`config.mk`:
```
export PLATFORM = sky130hd
export DESIGN_NAME = ctp_timer
export DESIGN_NICKNAME = d
export VERILOG_FILES = /design/src/hdl/ctp_pkg.sv /design/src/hdl/ctp_timer.sv
export VERILOG_INCLUDE_DIRS = /design/src /design/src/hdl
export SDC_FILE = /design/constraint.sdc
export NUM_CORES = 1
export LEC_CHECK = 0
export BUFFER_PORTS_ARGS = -buffer_cell sky130_fd_sc_hd__buf_2
export CORE_ASPECT_RATIO = 1.25
export CORE_MARGIN = 5
export CORE_UTILIZATION = 50
export CTS_CLUSTER_DIAMETER = 200
export DETAILED_ROUTE_END_ITERATION = 10
export PLACE_DENSITY = 0.73
export SYNTH_ARGS = -nofsm -noshare
export SYNTH_HDL_FRONTEND = slang
export SYNTH_SLANG_ARGS = --single-unit
export TNS_END_PERCENT = 50
```
`constraint.sdc`:
```
create_clock -name i_clk_sys -period 2.5 [get_ports i_clk_sys]
set_input_delay 0.625 -clock i_clk_sys [delete_from_list [all_inputs] [get_ports i_clk_sys]]
set_output_delay 0.625 -clock i_clk_sys [all_outputs]
set_load 0.02 [all_outputs]
```
`src/hdl/ctp_map.svh`:
```
`ifndef CTP_MAP_SVH
`define CTP_MAP_SVH

// ==========================================================================
// Register offsets on the 4-bit register port.
`define CTP_OFS_CTRL_LO 4'h0
`define CTP_OFS_CTRL_HI 4'h1
`define CTP_OFS_DUTY_LO 4'h2
`define CTP_OFS_DUTY_HI 4'h3
`define CTP_OFS_PER_LO 4'h4
`define CTP_OFS_PER_HI 4'h5
`define CTP_OFS_CFG 4'h6
`define CTP_OFS_CNT_LO 4'h7
`define CTP_OFS_CNT_HI 4'h8

// ==========================================================================
// Fields of timer_ctrl_reg and of the configuration register.
`define CTP_BIT_FFINIT 7
`define CTP_SRC_HI 6
`define CTP_SRC_LO 4
`define CTP_BIT_RUN 3
`define CTP_MODE_HI 2
`define CTP_MODE_LO 0
`define CTP_BIT_DVSEL 0

// ==========================================================================
// Mode codes.
`define CTP_MODE_PWM8 3'h2
`define CTP_MODE_TMR16 3'h3
`define CTP_MODE_EVT16 3'h4

// ==========================================================================
// Source clock select codes.
`define CTP_SRC_SLOWEST 3'h0
`define CTP_SRC_FC_D7 3'h1
`define CTP_SRC_FC_D5 3'h2
`define CTP_SRC_FC_D3 3'h3
`define CTP_SRC_FS 3'h4
`define CTP_SRC_FC_D1 3'h5
`define CTP_SRC_FC 3'h6

// ==========================================================================
// Prescaler sizes and reset values.
`define CTP_DIV_W 11
`define CTP_FS_DIV_W 3
`define CTP_REG_RST 8'h00

`endif

```
`src/hdl/ctp_pkg.sv`:
```
`include "ctp_map.svh"

package ctp_pkg;

    // ======================================================================
    // Whole state of the timer pair.
    typedef struct packed {
        logic [`CTP_DIV_W-1:0] div;
        logic [`CTP_FS_DIV_W-1:0] fs_div;
        logic slow_s1;
        logic slow_s2;
        logic slow_d;
        logic evt_s1;
        logic evt_s2;
        logic evt_d;
        logic dvsel;
        logic [1:0][7:0] ctrl;
        logic [1:0][7:0] duty_hold;
        logic [1:0][7:0] duty_act;
        logic [7:0] per_lo;
        logic [7:0] per_hi;
        logic [1:0][7:0] cnt;
        logic [1:0] ff;
        logic [1:0] pin;
        logic [1:0] irq;
        logic [7:0] rdata;
    } ctp_state_t;

endpackage

```
`src/hdl/ctp_timer.sv`:
```
// Our own choices: the address map and strobed register access.
`timescale 1ns/1ps
`include "ctp_map.svh"

// How it works
// [RQ1] PWM8: match with duty toggles flip-flop
// [RQ2] PWM8 overflow toggles again, clears, interrupts
// [RQ3] Flip-flop starts from init bit, reset 0
// [RQ4] PWM pin is inverse of flip-flop
// [RQ5] Running PWM: duty loads on interrupt
// [RQ6] Stopped: duty write loads at once
// [RQ7] PWM duty read returns active old value
// [RQ8] Software sets port latch to one
// [RQ9] Software writes duty right after interrupt
// [RQ10] Stop holds pin; init bit changed later
// [RQ11] Control bit 3 is run control
// [RQ12] Clearing bit 7 while stopped: pin high
// [RQ13] Software stops timer before stop mode
// [RQ14] 16-bit timer cascades both counters
// [RQ15] 16-bit match interrupts upper, clears count
// [RQ16] Software writes period low then high
// [RQ17] Software keeps init bit zero in cascade
// [RQ18] Period register unbuffered, takes effect immediately
// [RQ19] Event mode counts falling edges of pin
// [RQ20] Event counting resumes after match clear
// [RQ21] Event phases last two machine cycles
// [RQ22] Source select picks prescaled clock tap
module ctp_timer (
    // Clock and reset.
    input wire logic i_clk_sys,
    input wire logic i_arst_n,
    // Register port.
    input wire logic [3:0] i_addr,
    input wire logic [7:0] i_wdata,
    input wire logic i_wr,
    input wire logic i_rd,
    output logic [7:0] o_rdata,
    // Pins.
    input wire logic i_slow_clk,
    input wire logic i_event_input_pin,
    output logic [1:0] o_pwm_out_pin_n,
    // Interrupt requests; bit 1 is the cascade interrupt.
    output logic [1:0] o_timer_irq
);

    ctp_pkg::ctp_state_t s;
    ctp_pkg::ctp_state_t next_s;

    // ======================================================================
    // Tick of the selected source clock for one timer.
    function automatic logic tap(
        input logic [2:0] sel,
        input logic [`CTP_DIV_W-1:0] div,
        input logic fs_tick,
        input logic fs8_tick,
        input logic dvsel
    );
        logic t;
        t = 1'b0;
        case (sel)
            `CTP_SRC_SLOWEST: begin
                t = dvsel ? fs8_tick : (&div[10:0]);
            end
            `CTP_SRC_FC_D7: begin
                t = &div[6:0];
            end
            `CTP_SRC_FC_D5: begin
                t = &div[4:0];
            end
            `CTP_SRC_FC_D3: begin
                t = &div[2:0];
            end
            `CTP_SRC_FS: begin
                t = fs_tick;
            end
            `CTP_SRC_FC_D1: begin
                t = div[0];
            end
            `CTP_SRC_FC: begin
                t = 1'b1;
            end
            default: begin
                t = 1'b0;
            end
        endcase
        return t;
    endfunction

    // ======================================================================
    // Next-state logic.
    always_comb begin
        logic fs_tick;
        logic fs8_tick;
        logic evt_fall;
        logic cas;
        logic cas_run;
        logic cas_tick;
        logic match;
        logic ovf;
        logic [1:0] tick;
        logic [1:0] run;
        logic [1:0] pwm_run;
        logic [2:0] mode_hi;
        logic [15:0] cnt16;
        logic [15:0] per16;
        next_s = s;
        fs_tick = 1'b0;
        fs8_tick = 1'b0;
        evt_fall = 1'b0;
        cas = 1'b0;
        cas_run = 1'b0;
        cas_tick = 1'b0;
        match = 1'b0;
        ovf = 1'b0;
        tick = 2'h0;
        run = 2'h0;
        pwm_run = 2'h0;
        mode_hi = s.ctrl[1][`CTP_MODE_HI:`CTP_MODE_LO];
        cnt16 = {s.cnt[1], s.cnt[0]};
        per16 = {s.per_hi, s.per_lo};
        next_s.irq = 2'h0;

        // Prescaler and pin synchronisers.
        next_s.div = s.div + 1'b1;
        next_s.slow_s1 = i_slow_clk;
        next_s.slow_s2 = s.slow_s1;
        next_s.slow_d = s.slow_s2;
        next_s.evt_s1 = i_event_input_pin;
        next_s.evt_s2 = s.evt_s1;
        next_s.evt_d = s.evt_s2;
        fs_tick = s.slow_s2 & ~s.slow_d;
        fs8_tick = fs_tick & (&s.fs_div);
        if (fs_tick) begin
            next_s.fs_div = s.fs_div + 1'b1;
        end
        evt_fall = s.evt_d & ~s.evt_s2; // RQ19 RQ21

        for (int j = 0; j < 2; j++) begin
            tick[j] = tap(s.ctrl[j][`CTP_SRC_HI:`CTP_SRC_LO], s.div,
                fs_tick, fs8_tick, s.dvsel); // RQ22
            run[j] = s.ctrl[j][`CTP_BIT_RUN]; // RQ11
        end
        cas = (mode_hi == `CTP_MODE_TMR16) || (mode_hi == `CTP_MODE_EVT16);

        // Two independent 8-bit PWM timers.
        for (int j = 0; j < 2; j++) begin
            pwm_run[j] = run[j] && !cas &&
                (s.ctrl[j][`CTP_MODE_HI:`CTP_MODE_LO] == `CTP_MODE_PWM8);
            if (!cas && !run[j]) begin
                next_s.cnt[j] = 8'h00; // RQ11
            end else if (pwm_run[j] && tick[j]) begin
                match = (s.cnt[j] == s.duty_act[j]);
                ovf = &s.cnt[j];
                next_s.ff[j] = s.ff[j] ^ match ^ ovf; // RQ1 RQ2
                next_s.cnt[j] = s.cnt[j] + 1'b1; // RQ1 RQ2
                if (ovf) begin
                    next_s.irq[j] = 1'b1; // RQ2
                    next_s.duty_act[j] = s.duty_hold[j]; // RQ5
                end
            end
        end

        // Cascaded 16-bit timer or event counter.
        cas_run = cas && run[1]; // RQ15
        if (mode_hi == `CTP_MODE_EVT16) begin
            cas_tick = evt_fall; // RQ19 RQ20
        end else begin
            cas_tick = tick[1]; // RQ14
        end
        if (cas && !cas_run) begin
            next_s.cnt[0] = 8'h00;
            next_s.cnt[1] = 8'h00;
        end else if (cas_run && cas_tick) begin
            if (cnt16 == per16) begin
                next_s.cnt[0] = 8'h00; // RQ15 RQ20
                next_s.cnt[1] = 8'h00;
                next_s.irq[1] = 1'b1; // RQ15
            end else begin
                {next_s.cnt[1], next_s.cnt[0]} = cnt16 + 16'h0001; // RQ14
            end
        end

        // Register writes.
        if (i_wr) begin
            case (i_addr)
                `CTP_OFS_CTRL_LO, `CTP_OFS_CTRL_HI: begin
                    next_s.ctrl[i_addr[0]] = i_wdata;
                    if (!run[i_addr[0]]) begin
                        // Only a write made while stopped loads the
                        // flip-flop, so a stopping write holds the pin.
                        next_s.ff[i_addr[0]] =
                            i_wdata[`CTP_BIT_FFINIT]; // RQ3 RQ10 RQ12
                    end
                end
                `CTP_OFS_DUTY_LO, `CTP_OFS_DUTY_HI: begin
                    next_s.duty_hold[i_addr[0]] = i_wdata; // RQ5
                    if (!pwm_run[i_addr[0]]) begin
                        next_s.duty_act[i_addr[0]] = i_wdata; // RQ6
                    end
                end
                `CTP_OFS_PER_LO: begin
                    next_s.per_lo = i_wdata; // RQ18
                end
                `CTP_OFS_PER_HI: begin
                    next_s.per_hi = i_wdata; // RQ18
                end
                `CTP_OFS_CFG: begin
                    next_s.dvsel = i_wdata[`CTP_BIT_DVSEL]; // RQ22
                end
                default: begin
                end
            endcase
        end

        for (int j = 0; j < 2; j++) begin
            next_s.pin[j] = ~next_s.ff[j]; // RQ4
        end

        // Register reads, answered in the next cycle.
        next_s.rdata = 8'h00;
        if (i_rd) begin
            case (i_addr)
                `CTP_OFS_CTRL_LO: next_s.rdata = s.ctrl[0];
                `CTP_OFS_CTRL_HI: next_s.rdata = s.ctrl[1];
                `CTP_OFS_DUTY_LO, `CTP_OFS_DUTY_HI: begin
                    if (pwm_run[i_addr[0]]) begin
                        next_s.rdata = s.duty_act[i_addr[0]]; // RQ7
                    end else begin
                        next_s.rdata = s.duty_hold[i_addr[0]];
                    end
                end
                `CTP_OFS_PER_LO: next_s.rdata = s.per_lo;
                `CTP_OFS_PER_HI: next_s.rdata = s.per_hi;
                `CTP_OFS_CFG: next_s.rdata = {7'h00, s.dvsel};
                `CTP_OFS_CNT_LO: next_s.rdata = s.cnt[0];
                `CTP_OFS_CNT_HI: next_s.rdata = s.cnt[1];
                default: next_s.rdata = 8'h00;
            endcase
        end
    end

    // ======================================================================
    // State register.
    always_ff @(posedge i_clk_sys or negedge i_arst_n) begin
        if (!i_arst_n) begin
            s <= '0;
            s.ctrl <= {`CTP_REG_RST, `CTP_REG_RST};
            s.ff <= 2'h0; // RQ3
            s.pin <= 2'h3; // RQ4
        end else begin
            s <= next_s;
        end
    end

    assign o_rdata = s.rdata;
    assign o_pwm_out_pin_n = s.pin;
    assign o_timer_irq = s.irq;

endmodule // ctp_timer

```
# ---- Word-level counts from Yosys, hierarchy flattened
# Index checks and enable logic that the tools add are counted.
dict set report word_totals {
  register_bits 115
}
dict set report op_classes {
  addsub 5
  magnitude_cmp 2
  n_eq_ne 27
  mux 57
  bitwise_logic 11
  n_reduce_logical 36
}
# operator count
set ops {}
lappend ops {{$mux 8} 19}
lappend ops {{$mux 16} 5}
lappend ops {{$pmux 8 s8} 1}
lappend ops {{$bwmux 16} 3}
lappend ops {{$mux 32} 1}
lappend ops {{$eq 3x2->1 const B} 7}
lappend ops {{$eq 3x3->1 const B} 7}
lappend ops {{$mux 1} 20}
lappend ops {{$add 16x1->16 const B} 1}
lappend ops {{$add 8x1->8 const B} 2}
lappend ops {{$eq 16x16->1} 1}
lappend ops {{$eq 4x3->1 const B} 4}
lappend ops {{$eq 8x8->1} 2}
lappend ops {{$reduce_and 8->1} 2}
lappend ops {{$pmux 1 s7} 2}
lappend ops {{$logic_and 1x1->1} 12}
lappend ops {{$add 11x1->11 const B} 1}
lappend ops {{$reduce_and 11->1} 1}
lappend ops {{$reduce_and 2->1} 5}
lappend ops {{$demux 8 s1} 1}
lappend ops {{$eq 4x2->1 const B} 2}
lappend ops {{$reduce_bool 4->1} 2}
lappend ops {{$reduce_and 7->1} 1}
lappend ops {{$eq 3x1->1 const B} 2}
lappend ops {{18 further kinds} 34}

# ---- Depth between registers and ports, before layout
# Gate-level depths: netlist of run 1.
dict set report logic_depth {
  word_depth 13
  ltp_mapped 10
  depth_no_buf 9
}

# ---- Worst setup path before layout of run 1
# No wires, ideal clock.
dict set report synth_path {
  kind {reg-to-reg}
  startpoint {reg s[104] in the netlist's numbering}
  endpoint {reg s[20] in the netlist's numbering}
  arrival_ns 2.182
  slack_ns 0.252
  path_stages_with_launch 10
  n_path_buf 1
  path_cell_list {dfrtp_1 > ha_1 > nand4_1 > o31ai_4 > a21oi_2 > a211o_4 > nor2b_4 > buf_6 > or3b_1 > nand2_1}
}
dict set report synth_via {
  elab_chain_cells 7
  elab_cells_between_ends 13
}
# item line
set synth_lines {}
lappend synth_lines {{from (decl)} ctp_timer.sv:46} ;# ctp_pkg::ctp_state_t s;
lappend synth_lines {{from (signal assigned)} ctp_timer.sv:251} ;# s <= next_s;
lappend synth_lines {{$reduce_and 11->1} ctp_timer.sv:62} ;# t = dvsel ? fs8_tick : (&div[10:0]);
lappend synth_lines {{$mux 1} ctp_timer.sv:62}
lappend synth_lines {{$pmux 1 s7} ctp_timer.sv:60} ;# case (sel)
lappend synth_lines {{$mux 1} ctp_timer.sv:165} ;# if (mode_hi == `CTP_MODE_EVT16) begin
lappend synth_lines {{$logic_and 1x1->1} ctp_timer.sv:173} ;# end else if (cas_run && cas_tick) begin
lappend synth_lines {{$mux 16} ctp_timer.sv:173}
lappend synth_lines {{$mux 16} ctp_timer.sv:170} ;# if (cas && !cas_run) begin
# Several ways; a longest one is shown, not always the timed one.
# A chain may end at the register's enable or synchronous reset.

# ---- Final worst setup path of run 1
dict set report layout_path {
  startpoint {reg s[105] in the netlist's numbering}
  endpoint {reg s[26] in the netlist's numbering}
}
dict set report layout_via {
  elab_chain_cells 7
  elab_cells_between_ends 12
}
# item line
set layout_lines {}
lappend layout_lines {{$reduce_and 11->1} ctp_timer.sv:62}
lappend layout_lines {{$mux 1} ctp_timer.sv:62}
lappend layout_lines {{$pmux 1 s7 *} ctp_timer.sv:60}
lappend layout_lines {{$mux 1} ctp_timer.sv:165}
lappend layout_lines {{$logic_and 1x1->1} ctp_timer.sv:173}
lappend layout_lines {{$mux 16} ctp_timer.sv:173}
lappend layout_lines {{$mux 16} ctp_timer.sv:170}
# Every way passes the cells marked *; elsewhere a longest branch is shown, timed or not.

==> flow_summary.toml, run 1 <==
[worst_setup_path]
cp.arrival_ns = 2.69
crit_chain = "ha_1 > ha_1 > nand3_1 > nand2_1 > o22a_1 > o21ai_0 > and3_1 > a21oi_1 > o22ai_1"
cpPeakStageDelay_ns = 0.40
cp_slowest_cell = "and3_1"
crit_fanout = 7
startpoint = "s[105]"
crit_type = "reg2reg"
timing.reg2reg.setup_slack_ns = 0.12
reg2reg_from = "s[105]"
reg2reg_depth = 9
r2r_end = "s[26]"
required_ns = 2.82
endpoint_kind = "flip-flop"
critical_path.most_common_cell = "ha_1"
cp-start-kind = "flip-flop"

[synthesis]
synth_top_area_share_pct = 44.8
yosysSeqAreaShare_pct = 45.7
ys_top_cells_by_area = "dfrtp_1, mux2_2, mux2i_1"
ys_warn_count = 0
synth_edf_count = 0
ys_ff_latch = 115
netlist_area_um2 = 6310
synth_commonest_cells = "dfrtp_1, mux2_2, mux2i_1"
ys_async_sr_fraction_pct = 100
synth_top_area_cell = "dfrtp_1"
synthCells = 599
syn_avg_cell_area_um2 = 10.5
syn-num-nets = 623
yosysMostFrequentCell = "dfrtp_1"
yosysUniqueCellTypes = 65
ys.flop_type = "dfrtp_1"

[layout]
area_delta_synth_final_pct = 16.1
diodes = 0
fillCellCount = 1075
drive_gt1_share_pct = 25.9
nNetsFinal = 659

[power]
powerDensity_nw_per_um2 = 838
p_seq_share_pct = 41.6
p_sw_share_pct = 30.8
combPwrFrac_pct = 20.2
total_power_mw = 6.14
p_leak_nw = 3.32
power.switching_mw = 1.89
pwr-share-clk_pct = 38.2
intPower_mw = 4.25
peakVddDrop_mv = 0.516

[floorplan]
dieHeight_um = 136
io_pins = 30
fp-row-count = 46
die_w_um = 110
fp.dieArea_um2 = 15000
core-area_um2 = 12500
initial_core_util_pct = 50.3

[drt]
drt-total-wl_mm = 17.8
via_per_inst = 6.08
ant_nets = 0
drc = 0
dr.pass1.iters = 5
drt_iter0_markers = 416
detail_route.wl_per_cell_um = 21.8
num_vias = 4965

[cts]
clkSlewWorstSetupHoldPaths_ns = 0.05
cts_setup_buffers = 0
root_buffer = "clkbuf_16"
worstSkewPairLatency_ns = 0.41
h-tree-depth = 4
clock_sinks = 115
cts_tree = "done"
postCtsHoldBufs = 0
cts_made_buffers = 17
clk_path_buf_depth = 2

[placement]
globalplace.congestion = 1.03
port_buffers = 29
dp_hpwl_mm = 12.9

[sta]
tns_ns = 0
drv_slew = 0
clock.fmax_ghz = 0.421
period_minus_slack_ns = 2.38
finalCritPeriodShare_pct = 95.1
clock_skew_ns = 0.00815
finalHoldViolCount = 0
setup_violations = 0
worst_slew_pin_slew_ns = 0.589
relSlewSlack_pct = 60.7
rsz0062_at_grt = "false"

[global_route]
grt_use_total_pct = 24.1
grt_first_pass_wirelength_mm = 27.7
grt_max_degree = 61
antenna_found_initial = 0
overflow = 0
grt_pass1_vias = 5049

[hold_path]
hold_path_class = "in2async"

[outcome]
status = "finished, final reports clean"

[job]
drv_cap = 0
worst max-delay path, delay by kind of cell (launching register included):
family,cells,cell delay (ns)
AND/OR/NAND/NOR,3,0.56
flip-flops,1,0.39
AO/OA/AOI/OAI,4,0.90
adder cells (fa/ha/maj),2,0.43
layout by cell type, fill, tap and decap left out, types with 13 or more instances in the layout:
master / synthesis / layout
dfrtp_1: 113 / 113
mux2_2: 50 / 50
mux2i_1: 43 / 43
buf_4: 12 / 40
nand2_1: 37 / 37
nor2_1: 35 / 35
xnor2_1: 34 / 34
o21ai_0: 33 / 32
buf_2: 6 / 28
a21oi_1: 19 / 18
clkbuf_16: 0 / 17
o22ai_1: 13 / 13
through the flow:
step                      std cells  util, %  hold slack, ns  instance area, µm²  setup WS [ns]
after detailed placement        784     53.6           0.337                6720         0.0692
after global routing            816     58.3           0.251                7320        0.00121
after CTS                       816     58.2           0.244                7310         0.0562
after floorplan                 599        -           0.329                6310          0.252
after global placement          784     53.6           0.335                6720          0.194
final                           816     58.3           0.213                7320          0.123
worst max path at each step:
stage                        to  slack, ns
after floorplan           s[20]       0.25
after global placement    s[47]       0.19
after detailed placement  s[54]       0.07
after CTS                 s[54]       0.06
after global routing      s[29]      0.001
final                     s[26]       0.12
sequential cells by signal, indices dropped and copies added (netlist names):
signal           count
next_s               4
o_pwm_out_pin_n      2
o_rdata              8
o_timer_irq          2
s                   99
cell families (layout without fill, tap and decap cells):
| logic type | count (synthesis) | count (layout) | synth area share, % |
|---|---|---|---|
| compound gates | 114 | 114 | 12.4 |
| flops | 115 | 115 | 45.7 |
| buf+inv | 65 | 114 | 4.84 |
| simple gates | 160 | 160 | 13.8 |
| fa+ha+maj | 6 | 6 | 1.19 |
| xor+xnor | 46 | 46 | 6.39 |
| mux | 93 | 93 | 15.8 |
timing repair:
action	4_1_cts	5_1_grt
resized for setup	0	5
endpoints found under the setup margin	0	23
endpoints found under the hold margin	0	0
layout make-up:
type	count	area [µm²]	area share, %
timing repair buffer	70	472	6.44
multi-input combinational	419	3130	42.8
inverter	12	45.0	0.615
clock inverter	11	103	1.40
sequential	115	2880	39.3
clock buffer	21	480	6.56
tap	168	210	2.87
power by group through the flow:
stage / logic [mW] / registers (mW) / clock network (mW)
6_report: 1.24 / 2.56 / 2.34
5_1_grt: 1.35 / 2.57 / 2.45
4_1_cts: 1.22 / 2.54 / 2.35
3_5_place_dp: 1.20 / 2.57 / 0
3_3_place_gp: 1.16 / 2.55 / 0
2_1_floorplan: 0.869 / 2.41 / 0
routing by layer:
| layer | GRT usage (%) | part of all wire (%) | wire [µm] |
|---|---|---|---|
| met1 | 28.0 | 38 | 6780 |
| met2 | 41.1 | 50 | 8830 |
| met3 | 6.52 | 7.2 | 1290 |
| met4 | 12.4 | 5.0 | 889 |
| met5 | 0 | 0 | 0 |
No activity file was read; power rests on OpenSTA's default activity.
==> run 2: changes to the inputs <==
--- a/config.mk
+++ b/config.mk
@@ -6,9 +6,10 @@
 export SDC_FILE = /design/constraint.sdc
 export NUM_CORES = 1
 export LEC_CHECK = 0
+export ABC_AREA = 1
 export BUFFER_PORTS_ARGS = -buffer_cell sky130_fd_sc_hd__buf_2
 export CORE_ASPECT_RATIO = 1.25
-export CORE_MARGIN = 5
+export CORE_MARGIN = 2
 export CORE_UTILIZATION = 50
 export CTS_CLUSTER_DIAMETER = 200
 export DETAILED_ROUTE_END_ITERATION = 10
==> run 2 against run 1 <==
Against the previous run: design area grew 6.1%; combinational power rose by 69%; clock skew up 0.00083 ns; non-clock buffer count fell by 6.
==> flow_summary.toml, run 2 <==
[outcome]
status = "finished, final reports clean"

[sta]
holdWs_ns = 0.145
finalHoldViolCount = 0
worst_slew_pin_slew_ns = 0.497
clock.fmax_ghz = 0.453
drv_slew = 0
rsz0062_at_grt = "false"
tns_ns = 0
finalCritPeriodShare_pct = 88.3
worst_slack_ns = 0.293
setup_violations = 0
clock_skew_ns = 0.00899
relSlewSlack_pct = 66.8
period_minus_slack_ns = 2.21

[floorplan]
io_pins = 30
initial_core_util_pct = 51.2
fp.dieArea_um2 = 14600
core-area_um2 = 13300
dieHeight_um = 134
die_w_um = 108
fp-row-count = 47

[cts]
worstSkewPairLatency_ns = 0.43
cts_setup_buffers = 0
postCtsHoldBufs = 0
h-tree-depth = 4
cts_made_buffers = 17
cts.repair.resized = 0
clkSlewWorstSetupHoldPaths_ns = 0.06
clock_sinks = 115
cts_tree = "done"
root_buffer = "clkbuf_16"
clk_path_buf_depth = 2

[worst_setup_path]
timing.reg2reg.setup_slack_ns = 0.29
crit_chain = "inv_1 > nand3_2 > nand2_2 > nor2_1 > nor2_1 > buf_4 > nor2_2 > nand2_1 > nand3_1 > nand2_1 > a21oi_1"
cpPeakStageDelay_ns = 0.46
reg2reg_from = "s[86]"
crit_fanout = 9
cp.arrival_ns = 2.53
cp_slowest_cell = "dfrtp_1"
critPathBufInv = 2
crit_family = "simple AND/OR/NAND/NOR gates"
required_ns = 2.82
endpoint_kind = "flip-flop"
crit_type = "reg2reg"
cp-start-kind = "flip-flop"
startpoint = "s[86]"

[synthesis]
synth_commonest_cells = "nand2_1, dfrtp_1, inv_1"
synthCells = 933
ys_ff_latch = 115
ys.flop_type = "dfrtp_1"
yosysUniqueCellTypes = 38
ys_top_cells_by_area = "dfrtp_1, nand2_1, o21ai_0"
synth_top_area_cell = "dfrtp_1"
yosysSeqAreaShare_pct = 42.3
ys_warn_count = 0
yosysMostFrequentCell = "nand2_1"
syn-num-nets = 957
netlist_area_um2 = 6810
syn_avg_cell_area_um2 = 7.29
synth_top_area_share_pct = 41.6
ys_async_sr_fraction_pct = 100
synth_edf_count = 0

[placement]
pre_cts_ws_ns = 0.245
globalplace.congestion = 1.03
port_buffers = 29
dp_hpwl_mm = 15.4
dp.cells = 1129

[layout]
largest_reg_flops = 99
diodes = 0
final_common_cell = "nand2_1"
drive_gt1_share_pct = 12.9
final_cells = 1161
final_cell_mix = "nand2_1, dfrtp_1, inv_1"
largest_register = "s"
nNetsFinal = 1001
area_delta_synth_final_pct = 14.2

[global_route]
antenna_found_initial = 0
grt_max_degree = 48
grt_pass1_vias = 5929
grt_use_total_pct = 29.6
overflow = 0
grt_first_pass_wirelength_mm = 31.8

[drt]
num_vias = 6346
dr.pass1.iters = 5
detail_route.wl_per_cell_um = 17.5
ant_nets = 0
drc = 0
drt-total-wl_mm = 20.4
via_per_inst = 5.47
drt_iter0_markers = 533

[power]
pwr-share-clk_pct = 31.9
power.switching_mw = 2.70
powerDensity_nw_per_um2 = 904
intPower_mw = 4.32
p_sw_share_pct = 38.5
peakVddDrop_mv = 0.518
total_power_mw = 7.03
p_leak_nw = 3.85
p_seq_share_pct = 38.1
combPwrFrac_pct = 29.9

[hold_path]
hold_path_class = "in2async"

[job]
drv_cap = 0
run 2: cell count changes after synthesis, moves of 11 or more:
| cell | delta |
|---|---|
| clkbuf_1 | -19 |
| o21ai_0 | +67 |
| nand2_1 | +262 |
| nor3_1 | +12 |
| mux2_2 | -48 |
| inv_1 | +97 |
| nand3_1 | +61 |
| mux2i_1 | -43 |
| xnor2_1 | -25 |
| nor2_1 | +14 |
| and3_1 | -11 |
| xor2_1 | +14 |
run 2: final cells by class:
class / instances / area (µm²)
Multi-Input combinational cell: 664 / 3260
Clock inverter: 15 / 120
Inverter: 115 / 432
Tap cell: 171 / 214
Timing Repair Buffer: 64 / 435
Sequential cell: 115 / 2880
Clock buffer: 17 / 425
Fill cell: 1260 / 5520
run 2: logic make-up after synthesis:
kind of cell               after synthesis  synth area share, %
AOI/OAI and AO/OA                      143                 11.4
xor gates and xnor gates                35                 4.50
adders and majority gates                6                 1.10
buffers and inverters                  154                 9.73
DFF                                    115                 42.3
muxes                                    2                0.331
and+or+nand+nor                        478                 30.6
run 2: power by group through the flow:
stage,sequential [mW],clock [mW],combinational (mW)
5_1_grt,2.72,2.36,2.38
3_3_place_gp,2.69,0,2.04
3_5_place_dp,2.70,0,2.07
6_report,2.68,2.24,2.10
2_1_floorplan,2.52,0,1.55
4_1_cts,2.67,2.27,2.09
run 2: path summary, 6_finish.rpt:
kind                         endpoint  cells past startpoint
setup reg to reg           o_rdata[5]                     11
min in group i_clk_sys     next_s[99]                      1
max in group asynchronous       s[87]                      2
hold / removal                 s[114]                      1
hold reg to reg            next_s[98]                      0
setup / recovery           o_rdata[5]                     11
run 2: metal layers:
| metal | global-route usage (%) | vias to the layer above | part of all wire, % |
|---|---|---|---|
| met1 | 35.6 | 2898 | 39 |
| met5 | 0 | - | 0 |
| met4 | 19.3 | 0 | 6.4 |
| li1 | - | 3091 | - |
| met2 | 47.8 | 283 | 48 |
| met3 | 6.12 | 74 | 5.9 |
run 2: through the flow:
step / instance area (µm²) / util [%]
floorplan: 6810 / -
global placement: 7220 / 54.4
detailed placement: 7220 / 54.4
CTS: 7770 / 58.5
global route: 7770 / 58.5
finish: 7770 / 58.5
==> run 3: changes to the inputs <==
--- a/config.mk
+++ b/config.mk
@@ -14,6 +14,7 @@
 export CTS_CLUSTER_DIAMETER = 200
 export DETAILED_ROUTE_END_ITERATION = 10
 export PLACE_DENSITY = 0.73
+export RECOVER_POWER = 100
 export SYNTH_ARGS = -nofsm -noshare
 export SYNTH_HDL_FRONTEND = slang
 export SYNTH_SLANG_ARGS = --single-unit
==> run 3 against run 2 <==
Against the previous run: the flow now finishes with violations (capacitance limit, slew limit); global-route usage unchanged; routed wire length up 0.14%; power down 0.22%; critical path depth unchanged; worst setup slack worse by 0.10 ns; combinational power about the same; highest routed layer unchanged; die area unchanged; non-clock buffer count unchanged.
==> flow_summary.toml, run 3 (synthesis gave the netlist of run 2 again) <==
[layout]
area_delta_synth_final_pct = 13.1
final_common_cell = "nand2_1"
drive_gt1_share_pct = 10.3
final_cell_mix = "nand2_1, dfrtp_1, inv_1"
largest_register = "s"
diodes = 0
final_area_um2 = 7690
nNetsFinal = 1001
largest_reg_flops = 99

[cts]
cts_made_buffers = 17
root_buffer = "clkbuf_16"
clk_path_buf_depth = 2
cts_tree = "done"
h-tree-depth = 4
worstSkewPairLatency_ns = 0.43
clkSlewWorstSetupHoldPaths_ns = 0.06
clock_sinks = 115
postCtsHoldBufs = 0
cts.repair.resized = 0
cts_setup_buffers = 0

[drt]
detail_route.wl_per_cell_um = 17.6
drt-total-wl_mm = 20.4
drt_iter0_markers = 528
num_vias = 6349
via_per_inst = 5.47
ant_nets = 0
dr.pass1.iters = 8
drc = 0

[sta]
finalCritPeriodShare_pct = 92.4
finalHoldViolCount = 0
worst_slew_pin_slew_ns = 1.94
worst_slack_ns = 0.190
setup_violations = 0
clock.fmax_ghz = 0.433
clock_skew_ns = 0.00919
relSlewSlack_pct = -29.5
tns_ns = 0
period_minus_slack_ns = 2.31
drv_slew = 33
rsz0062_at_grt = "false"

[worst_setup_path]
timing.reg2reg.setup_slack_ns = 0.19
cp.depth = 11
crit_end = "o_rdata[5]"
critPathBufInv = 2
crit_fanout = 9
required_ns = 2.82
cp.arrival_ns = 2.63
cp_slowest_cell = "dfrtp_1"
endpoint_kind = "flip-flop"
cpPeakStageDelay_ns = 0.46
reg2reg_depth = 11
crit_type = "reg2reg"
cp-start-kind = "flip-flop"
reg2reg_from = "s[86]"
r2r_end = "o_rdata[5]"
crit_family = "simple AND/OR/NAND/NOR gates"
crit_chain = "inv_1 > nand3_1 > nand2_2 > nor2_1 > nor2_1 > buf_4 > nor2_2 > nand2_1 > nand3_1 > nand2_1 > a21oi_1"
startpoint = "s[86]"

[floorplan]
fp-row-count = 47
core-area_um2 = 13300
dieHeight_um = 134
io_pins = 30
fp.dieArea_um2 = 14600
die_w_um = 108
initial_core_util_pct = 51.2

[global_route]
antenna_found_initial = 0
grt_use_total_pct = 29.6
overflow = 0
grt_pass1_vias = 5929
grt_first_pass_wirelength_mm = 31.8
grt_max_degree = 48

[outcome]
violations = "capacitance limit, slew limit"
status = "complete, but fails checks"

[hold_path]
min_path_cells = 1
hold_path_class = "in2reg"

[placement]
port_buffers = 29
pre_cts_ws_ns = 0.245
dp_hpwl_mm = 15.4
place_area_um2 = 7220
globalplace.congestion = 1.03

[power]
p_leak_nw = 3.77
powerDensity_nw_per_um2 = 911
total_power_mw = 7.01
peakVddDrop_mv = 0.516

[job]
drv_cap = 1
run 3: changes by cell type in the layout (fill, tap and decap cells not counted), sizes merged:
cell	delta
inv	-2
clkinv	+2
buf	-20
clkbuf	+20
run 3: area by class of cell:
cell class / count / area [µm²]
inverter: 115 / 432
timing repair buffer: 64 / 394
fill: 1273 / 5600
multi-input combinational: 664 / 3230
clock inverter: 15 / 120
clock buffer: 17 / 425
tap: 171 / 214
sequential: 115 / 2880
run 3: per-stage QoR:
stage,std cells,util (%),hold WS (ns)
2_1_floorplan,933,-,0.329
3_3_place_gp,1129,54.4,0.334
3_5_place_dp,1129,54.4,0.337
4_1_cts,1161,58.5,0.159
5_1_grt,1161,57.9,0.285
6_report,1161,57.9,0.298
run 3: metal layers:
layer | global-route usage [%] | vias to the layer above | share of wire [%]
met5 | 0 | - | 0
met4 | 19.3 | 0 | 6.1
met3 | 6.12 | 77 | 5.7
met2 | 47.8 | 266 | 48
met1 | 35.6 | 2917 | 40
li1 | - | 3089 | -
run 3: worst min-delay path by stage:
| stage | start | end |
|---|---|---|
| 5_1_grt | i_slow_clk | next_s[99] |
| 6_report | i_slow_clk | next_s[99] |
| 3_5_place_dp | next_s[99] | next_s[98] |
| 3_3_place_gp | next_s[96] | next_s[95] |
| 4_1_cts | i_arst_n | s[114] |
| 2_1_floorplan | i_arst_n | next_s[95] |
run 3: power breakdown:
group          switching, mW  internal (mW)
sequential             0.410           2.27
combinational           1.33          0.754
clock                  0.962           1.28
total                   2.70           4.31
